[src/pkg/vecm_pkg.sv]
// Constants for the acceleration vector change detector
`default_nettype none
package vecm_pkg;
    localparam int AXIS_W = 14;
    localparam int THS_W = 13;
    localparam int CNT_W = 8;
    localparam int ADDR_W = 8;
    localparam int DATA_W = 8;
    localparam logic [ADDR_W-1:0] CFG_OFFSET = 8'h5f;
    localparam logic [ADDR_W-1:0] INT_SOURCE_OFFSET = 8'h0c;
    localparam logic [DATA_W-1:0] CFG_RESET = 8'h00;
    localparam int LATCH_BIT = 6;
    localparam int INITM_BIT = 5;
    localparam int UPDM_BIT = 4;
    localparam int EN_BIT = 3;
    localparam logic [DATA_W-1:0] UNMAPPED_READ = 8'h00;
    localparam int MAX_ODR_HZ = 400;
    typedef logic signed [AXIS_W-1:0] axis_t;
endpackage : vecm_pkg
`default_nettype wire

[src/hdl/accel_vector_change_detector.sv]
// Acceleration vector-magnitude change detector with its configuration register
`default_nettype none
// Notes on behaviour
// The event flag sets when the distance from the reference exceeds the threshold past the debounce count.
// One reference per axis is held, captured internally or taken from the preset values.
// The held references cannot be read through any register.
// With latching off the flag follows the condition and clears once the debounce counter steps back to zero after it stops being true.
// With latching off both setting and clearing of the flag go through the debounce count.
// With latching on the flag holds until the host reads the interrupt source register.
// With init select clear, enabling captures the current three axis outputs as references.
// With init select set, enabling loads the references from the three preset values.
// With update mode clear, each trigger replaces the references with the current outputs.
// With update mode set, a trigger leaves the references unchanged.
// With init select and update mode both set, a preset write becomes the reference at once.
// The function runs only while the enable bit is set, which resets to zero, and setting it loads references.
// The host keeps the sample rate at or below 400 Hz for correct operation.
// Below threshold the debounce counter steps down by one, or clears when the clear mode bit is set.
// The debounce period is the count times one sample period, so a halved rate doubles it.
// The magnitude is compared with a 13-bit unsigned threshold in sample units.
// Comparison and counting advance once per new sample while enabled.
module accel_vector_change_detector (
    // Clock and reset
    input wire logic sys_clk,
    input wire logic sys_rst,
    // Register port
    input wire logic [vecm_pkg::ADDR_W-1:0] reg_addr,
    input wire logic [vecm_pkg::DATA_W-1:0] reg_wdata,
    input wire logic reg_wr,
    input wire logic reg_rd,
    output logic [vecm_pkg::DATA_W-1:0] reg_rdata,
    // Acceleration samples
    input wire logic sample_valid,
    input wire vecm_pkg::axis_t accel_x,
    input wire vecm_pkg::axis_t accel_y,
    input wire vecm_pkg::axis_t accel_z,
    // Settings held elsewhere
    input wire logic [vecm_pkg::THS_W-1:0] threshold,
    input wire logic debounce_clear_mode,
    input wire logic [vecm_pkg::CNT_W-1:0] debounce_count,
    input wire vecm_pkg::axis_t preset_x,
    input wire vecm_pkg::axis_t preset_y,
    input wire vecm_pkg::axis_t preset_z,
    input wire logic preset_wr,
    // Event
    output logic vector_event
);
    import vecm_pkg::*;

    function automatic logic hit(input logic [ADDR_W-1:0] a, input logic [ADDR_W-1:0] off);
        hit = (a == off);
    endfunction : hit

    logic [DATA_W-1:0] cfg_r;
    logic [DATA_W-1:0] rdata_r;
    logic flag_r;
    logic flag_nxt;
    logic [CNT_W-1:0] cnt_r;
    logic [CNT_W-1:0] cnt_nxt;
    axis_t ref_r [3];
    axis_t ref_nxt [3];
    axis_t cur [3];
    axis_t pre [3];
    logic [2*AXIS_W+1:0] sq [3];

    assign cur[0] = accel_x;
    assign cur[1] = accel_y;
    assign cur[2] = accel_z;
    assign pre[0] = preset_x;
    assign pre[1] = preset_y;
    assign pre[2] = preset_z;

    wire cfg_wr = reg_wr && hit(reg_addr, CFG_OFFSET);
    wire src_rd = reg_rd && hit(reg_addr, INT_SOURCE_OFFSET);
    wire en = cfg_r[EN_BIT];
    wire latch_on = cfg_r[LATCH_BIT];
    wire initm = cfg_r[INITM_BIT];
    wire updm = cfg_r[UPDM_BIT];
    wire enable_go = cfg_wr && reg_wdata[EN_BIT] && !en;
    wire live_preset = en && initm && updm && preset_wr;
    wire step = en && sample_valid && !enable_go;

    // Per-axis squared distance from reference
    genvar g;
    generate
        for (g = 0; g < 3; g++) begin : g_axis
            wire signed [AXIS_W:0] diff = (AXIS_W+1)'(cur[g]) - (AXIS_W+1)'(ref_r[g]);
            wire signed [2*AXIS_W+1:0] prod = diff * diff;
            assign sq[g] = prod;
        end
    endgenerate

    // Squared compare avoids the root
    wire [2*AXIS_W+3:0] dist2 = (2*AXIS_W+4)'(sq[0]) + (2*AXIS_W+4)'(sq[1])
                              + (2*AXIS_W+4)'(sq[2]);
    wire [2*THS_W-1:0] ths2 = threshold * threshold;
    wire above = dist2 > (2*AXIS_W+4)'(ths2);

    wire below_top = (cnt_r < debounce_count) || (debounce_count == '0);
    wire [CNT_W-1:0] cnt_up = (cnt_r < debounce_count) ? cnt_r + 8'h01 : cnt_r;
    wire [CNT_W-1:0] cnt_down = debounce_clear_mode ? 8'h00 :
                                (cnt_r == 8'h00 ? 8'h00 : cnt_r - 8'h01);
    wire trig = step && above && below_top && (cnt_up == debounce_count);
    wire fall = step && !above && (cnt_down == 8'h00);

    always_comb begin
        cnt_nxt = cnt_r;
        if (!en || enable_go) begin
            cnt_nxt = '0;
        end else if (step) begin
            cnt_nxt = above ? cnt_up : cnt_down;
        end
    end

    always_comb begin
        flag_nxt = flag_r;
        if (!en) begin
            flag_nxt = 1'b0;
        end else if (trig) begin
            flag_nxt = 1'b1;
        end else if (latch_on) begin
            if (src_rd) begin
                flag_nxt = 1'b0;
            end
        end else if (fall) begin
            flag_nxt = 1'b0;
        end
    end

    always_comb begin
        for (int i = 0; i < 3; i++) begin
            ref_nxt[i] = ref_r[i];
            if (enable_go) begin
                ref_nxt[i] = reg_wdata[INITM_BIT] ? pre[i] : cur[i];
            end else if (live_preset) begin
                ref_nxt[i] = pre[i];
            end else if (trig && !updm) begin
                ref_nxt[i] = cur[i];
            end
        end
    end

    // References only reach internal logic
    wire [DATA_W-1:0] rd_mux = hit(reg_addr, CFG_OFFSET) ? cfg_r : UNMAPPED_READ;

    always_ff @(posedge sys_clk or posedge sys_rst) begin
        if (sys_rst) begin
            cfg_r <= CFG_RESET;
            rdata_r <= UNMAPPED_READ;
            flag_r <= 1'b0;
            cnt_r <= '0;
            for (int i = 0; i < 3; i++) begin
                ref_r[i] <= '0;
            end
        end else begin
            if (cfg_wr) begin
                cfg_r <= reg_wdata;
            end
            if (reg_rd) begin
                rdata_r <= rd_mux;
            end
            flag_r <= flag_nxt;
            cnt_r <= cnt_nxt;
            for (int i = 0; i < 3; i++) begin
                ref_r[i] <= ref_nxt[i];
            end
        end
    end

    assign reg_rdata = rdata_r;
    assign vector_event = flag_r;

    property p_set;
        @(posedge sys_clk) disable iff (sys_rst) trig && !cfg_wr |=> flag_r;
    endproperty
    a_set: assert property (p_set) else $error("flag missed a trigger");
    property p_hidden;
        @(posedge sys_clk) disable iff (sys_rst)
            reg_rd && !hit(reg_addr, CFG_OFFSET) |=> reg_rdata == 8'h00;
    endproperty
    a_hidden: assert property (p_hidden) else $error("unmapped read not zero");
    property p_hold;
        @(posedge sys_clk) disable iff (sys_rst)
            en && latch_on && flag_r && !src_rd && !cfg_wr |=> flag_r;
    endproperty
    a_hold: assert property (p_hold) else $error("latched flag dropped");
    property p_clear_read;
        @(posedge sys_clk) disable iff (sys_rst)
            en && latch_on && src_rd && !trig |=> !flag_r;
    endproperty
    a_clear_read: assert property (p_clear_read) else $error("read did not clear");
    property p_nonlatch_clear;
        @(posedge sys_clk) disable iff (sys_rst)
            en && !latch_on && fall && !cfg_wr |=> !flag_r;
    endproperty
    a_nonlatch_clear: assert property (p_nonlatch_clear) else $error("flag not cleared");
    property p_dbclr;
        @(posedge sys_clk) disable iff (sys_rst)
            step && !above && debounce_clear_mode && !cfg_wr |=> cnt_r == 8'h00;
    endproperty
    a_dbclr: assert property (p_dbclr) else $error("counter not cleared");
    property p_dbdec;
        @(posedge sys_clk) disable iff (sys_rst)
            step && !above && !debounce_clear_mode && cnt_r != 8'h00 && !cfg_wr
            |=> cnt_r == $past(cnt_r) - 8'h01;
    endproperty
    a_dbdec: assert property (p_dbdec) else $error("counter not decremented");
    property p_idle;
        @(posedge sys_clk) disable iff (sys_rst)
            en && !sample_valid && !cfg_wr && !src_rd |=> $stable(cnt_r) && $stable(flag_r);
    endproperty
    a_idle: assert property (p_idle) else $error("changed without sample");
    property p_off;
        @(posedge sys_clk) disable iff (sys_rst) !en && !cfg_wr |=> !flag_r && cnt_r == 8'h00;
    endproperty
    a_off: assert property (p_off) else $error("active while disabled");
    property p_upd;
        @(posedge sys_clk) disable iff (sys_rst)
            trig && !updm && !cfg_wr && !preset_wr |=> ref_r[0] == $past(accel_x);
    endproperty
    a_upd: assert property (p_upd) else $error("reference not refreshed");
    property p_keep;
        @(posedge sys_clk) disable iff (sys_rst)
            trig && updm && !cfg_wr && !preset_wr |=> $stable(ref_r[1]);
    endproperty
    a_keep: assert property (p_keep) else $error("reference changed");
    property p_init;
        @(posedge sys_clk) disable iff (sys_rst)
            enable_go |=> ref_r[2] == ($past(reg_wdata[INITM_BIT]) ? $past(preset_z)
                                                                   : $past(accel_z));
    endproperty
    a_init: assert property (p_init) else $error("wrong reference at enable");
    property p_live;
        @(posedge sys_clk) disable iff (sys_rst) live_preset && !cfg_wr |=> ref_r[0] == $past(preset_x);
    endproperty
    a_live: assert property (p_live) else $error("preset not live");
    c_trig: cover property (@(posedge sys_clk) disable iff (sys_rst) trig);
    c_latched_read: cover property (@(posedge sys_clk) disable iff (sys_rst)
        latch_on && flag_r && src_rd);
    c_fall: cover property (@(posedge sys_clk) disable iff (sys_rst) flag_r && fall);
endmodule : accel_vector_change_detector
`default_nettype wire

[config.mk]
export PLATFORM = sky130hd
export DESIGN_NAME = accel_vector_change_detector
export DESIGN_NICKNAME = d
export VERILOG_FILES = /design/src/pkg/vecm_pkg.sv /design/src/hdl/accel_vector_change_detector.sv
export SDC_FILE = /design/constraint.sdc
export NUM_CORES = 2
export LEC_CHECK = 0
export BUFFER_PORTS_ARGS = -buffer_cell sky130_fd_sc_hd__buf_2
export CAP_MARGIN = 20
export CORE_ASPECT_RATIO = 0.75
export CORE_MARGIN = 10
export CORE_UTILIZATION = 45
export CTS_CLUSTER_SIZE = 30
export DETAILED_ROUTE_END_ITERATION = 10
export PLACE_DENSITY = 0.71
export SLEW_MARGIN = 10
export SYNTH_ARGS = -nofsm -noshare
export SYNTH_HDL_FRONTEND = slang
export SYNTH_SLANG_ARGS = --single-unit
[constraint.sdc]
create_clock -name sys_clk -period 21.2 [get_ports sys_clk]
set_input_delay 4.24 -clock sys_clk [delete_from_list [all_inputs] [get_ports sys_clk]]
set_output_delay 4.24 -clock sys_clk [all_outputs]
set_load 0.005 [all_outputs]
==> metrics <==
largest net degree at the start of global routing=slightly below 70; Finished Layout Cells=between 5,000 and 6,000; Hold Crit Class=flop to flop; initial detailed-routing violation count=~1,800; CTS Buf Count=9; layout cells sized above 1=between 5 and 6%; Starting Density=45.7%; CP Class=input pin to flop; Synth Cell Area=35,300 um2; number of port buffers=136; CP endpoint kind=flop; HPWL after detailed placement=between 70,000 and 80,000 um; antenna violations before repair=0; Worst-Margin Slew=between 1 and 1.5 ns; clk sinks=67; critical path peak fanout=42; number of diodes=0; number of global-route vias before repair=about 27,000; Seq. cell area=1680 um2; CP most frequent cell=fa_1; Total GRT Usage=18.6%; setup TNS=0 ns; Slew HR=between 30% and 40%; maximum clock frequency=57.2 MHz; period utilization=between 80% and 90%; status=complete, no violations; synth warn=0; Placer Congestion=0.966; Fill cells=about 7,300; post-layout util=48.5%; post-synthesis register bit count=67; Final Skew=roughly 0.02 ns; first-pass GRT wire length=between 100,000 and 150,000 um; number of flops mapped to enable cells by yosys=0; area of the multi-input gates=approximately 30,000 um2; Seq/Total Area, Yosys=between 4 and 5%; Yosys cell types=73; Final Setup Violations=0; post-layout min period=roughly 17 ns; data required time of the critical path=~21 ns; Slew Viols, Final=0; final hold vios=0; CTS tree=done; post-route ant nets=0; CTS root buf=clkbuf_16; grt total ovfl=0; critical path arrival=between 15 and 20 ns; asr flop ratio synth=between 90% and 100%; die height=between 200 and 300 um; Top Ports=approximately 140; syn nets=5,261; Critical Path Source Type=input pin; area grow syn2layout=6.11%; max-cap violation count=0; Avg Synthesized Cell Area=8.86 um2; RSZ-0062 raised after global routing=false; DRC errors left=0; H-tree depth=3; max incr delay on CP=0.69 ns; wire per inst=~16 um; Via Count=about 26,000; cts hold-fix bufs=0; full die area=90,200 um2; total length of routed wires=just over 80,000 um; # nets final=between 5,000 and 6,000; Die X=roughly 340 um; placed insts=5,098; Reg clk slew, reported paths=around 0.070 ns; # resized after CTS=0; Setup Buffers After CTS=0; CP max stage cell=buf_4; Worst-Skew Late Latency=roughly 0.40 ns; Post-Syn Instances=3,985; DR vias/cell=between 5 and 6; Core Box Area=77,300 um2; num rows=88; Pre-antenna DRT Iters=5; maximum root-to-sink buffer count=2; Synth Flop Type=dfrtp_1
==> registers in the layout, indices dropped and copies added (netlist names) <==
register,count
ref_r,42
cfg_r,8
cnt_r,8
reg_rdata,8
vector_event,1
==> critical path: cells and delay by family <==
family          cells  cell delay, ns
buf+inv             9            1.13
mux                 1            0.35
xor+xnor            3            0.87
compound gates     18            3.64
simple gates       10            2.30
fa+ha+maj          12            5.12
==> logic make-up after synthesis <==
| family | Yosys count | share of synthesized area (%) |
|---|---|---|
| adder cells (fa/ha/maj) | 1148 | 56.1 |
| XOR/XNOR | 195 | 4.84 |
| multiplexers | 104 | 3.01 |
| AND/OR/NAND/NOR | 882 | 11.1 |
| flip-flops | 67 | 4.75 |
| buffers and inverters | 1178 | 12.6 |
| AO/OA/AOI/OAI | 411 | 7.61 |
==> stage by stage <==
step	area [um2]	hold slack [ns]	worst slack, ns
after CTS	37500	0.499	3.78
after global placement	37200	0.460	3.56
final	37500	0.492	3.73
after floorplan	35300	0.444	5.40
after detailed placement	37200	0.481	3.39
after global routing	37500	0.534	2.90
==> cell usage in the layout (no fill, tap or decap), types with 18 or more instances in the layout <==
cell / n
nor2b_1: 25
nand2_1: 333
mux2i_1: 89
nor2_1: 276
o21a_1: 20
and2_1: 45
ha_1: 424
o21bai_1: 21
xnor2_1: 120
a211oi_1: 18
a21o_1: 49
buf_4: 26
fa_1: 724
o21ai_0: 76
a21oi_1: 121
xor2_1: 75
nand3_1: 41
inv_1: 1077
nor3_1: 55
dfrtp_1: 67
nand2b_1: 25
buf_2: 136
==> routing by layer <==
layer | GRT usage [%] | share of wire (%)
met1 | 27.1 | 46
met2 | 27.4 | 43
met3 | 4.32 | 8.4
met4 | 4.90 | 2.4
met5 | 0 | 0
==> worst paths after layout <==
kind | startpoint | to | slack (ns) | cells past startpoint
max | accel_y[0] | ref_r[28] | 3.73 | 53
min | cfg_r[7] | reg_rdata[7] | 0.49 | 2
max reg2reg | ref_r[28] | ref_r[28] | 7.36 | 51
min reg2reg | cfg_r[7] | reg_rdata[7] | 0.49 | 2
max in group asynchronous | sys_rst | reg_rdata[7] | 16.37 | 3
min in group asynchronous | sys_rst | ref_r[32] | 4.11 | 3
==> cell usage after synthesis (all sizes together) (4+ instances only) <==
cell     count  area share [%]
inv       1079              11
fa         724              41
ha         424              15
nand2      334             3.6
nor2       276             2.9
a21oi      121             1.7
xnor2      120             3.0
mux2i       89             2.5
o21ai       78             1.1
xor2        75             1.9
clkbuf      74            0.79
dfrtp       67             4.7
nor3        56            0.81
a21o        49             1.0
and2        45            0.80
nand3       41            0.58
nand2b      25            0.44
nor2b       25            0.44
o21bai      21            0.45
o21a        20            0.43
a211oi      19            0.42
nand4       19            0.40
a31oi       16            0.28
and3        16            0.28
clkinv      15            0.16
mux2        15            0.49
o211ai      13            0.28
or3         12            0.21
buf         10            0.17
nor4         9            0.16
o41ai        9            0.24
or2          9            0.16
a21boi       8            0.17
o31ai        7            0.15
a211o        6            0.15
o2111ai      5            0.12
a2111oi      4            0.17
a41o         4            0.11
a41oi        4           0.099
nand3b       4           0.085
o22ai        4           0.071
o31a         4           0.099
==> final cells by class <==
| cell class | instances | area share, % |
|---|---|---|
| Inverter | 1094 | 11.0 |
| Clock buffer | 9 | 0.601 |
| Sequential cell | 67 | 4.48 |
| Multi-Input combinational cell | 2740 | 77.9 |
| Timing Repair Buffer | 162 | 2.34 |
| Tap cell | 1035 | 3.46 |
| Clock inverter | 7 | 0.220 |
Power is left out: the tool's default activity adds up to more than one toggle a clock period on the data nets, which glitch-free logic cannot reach.
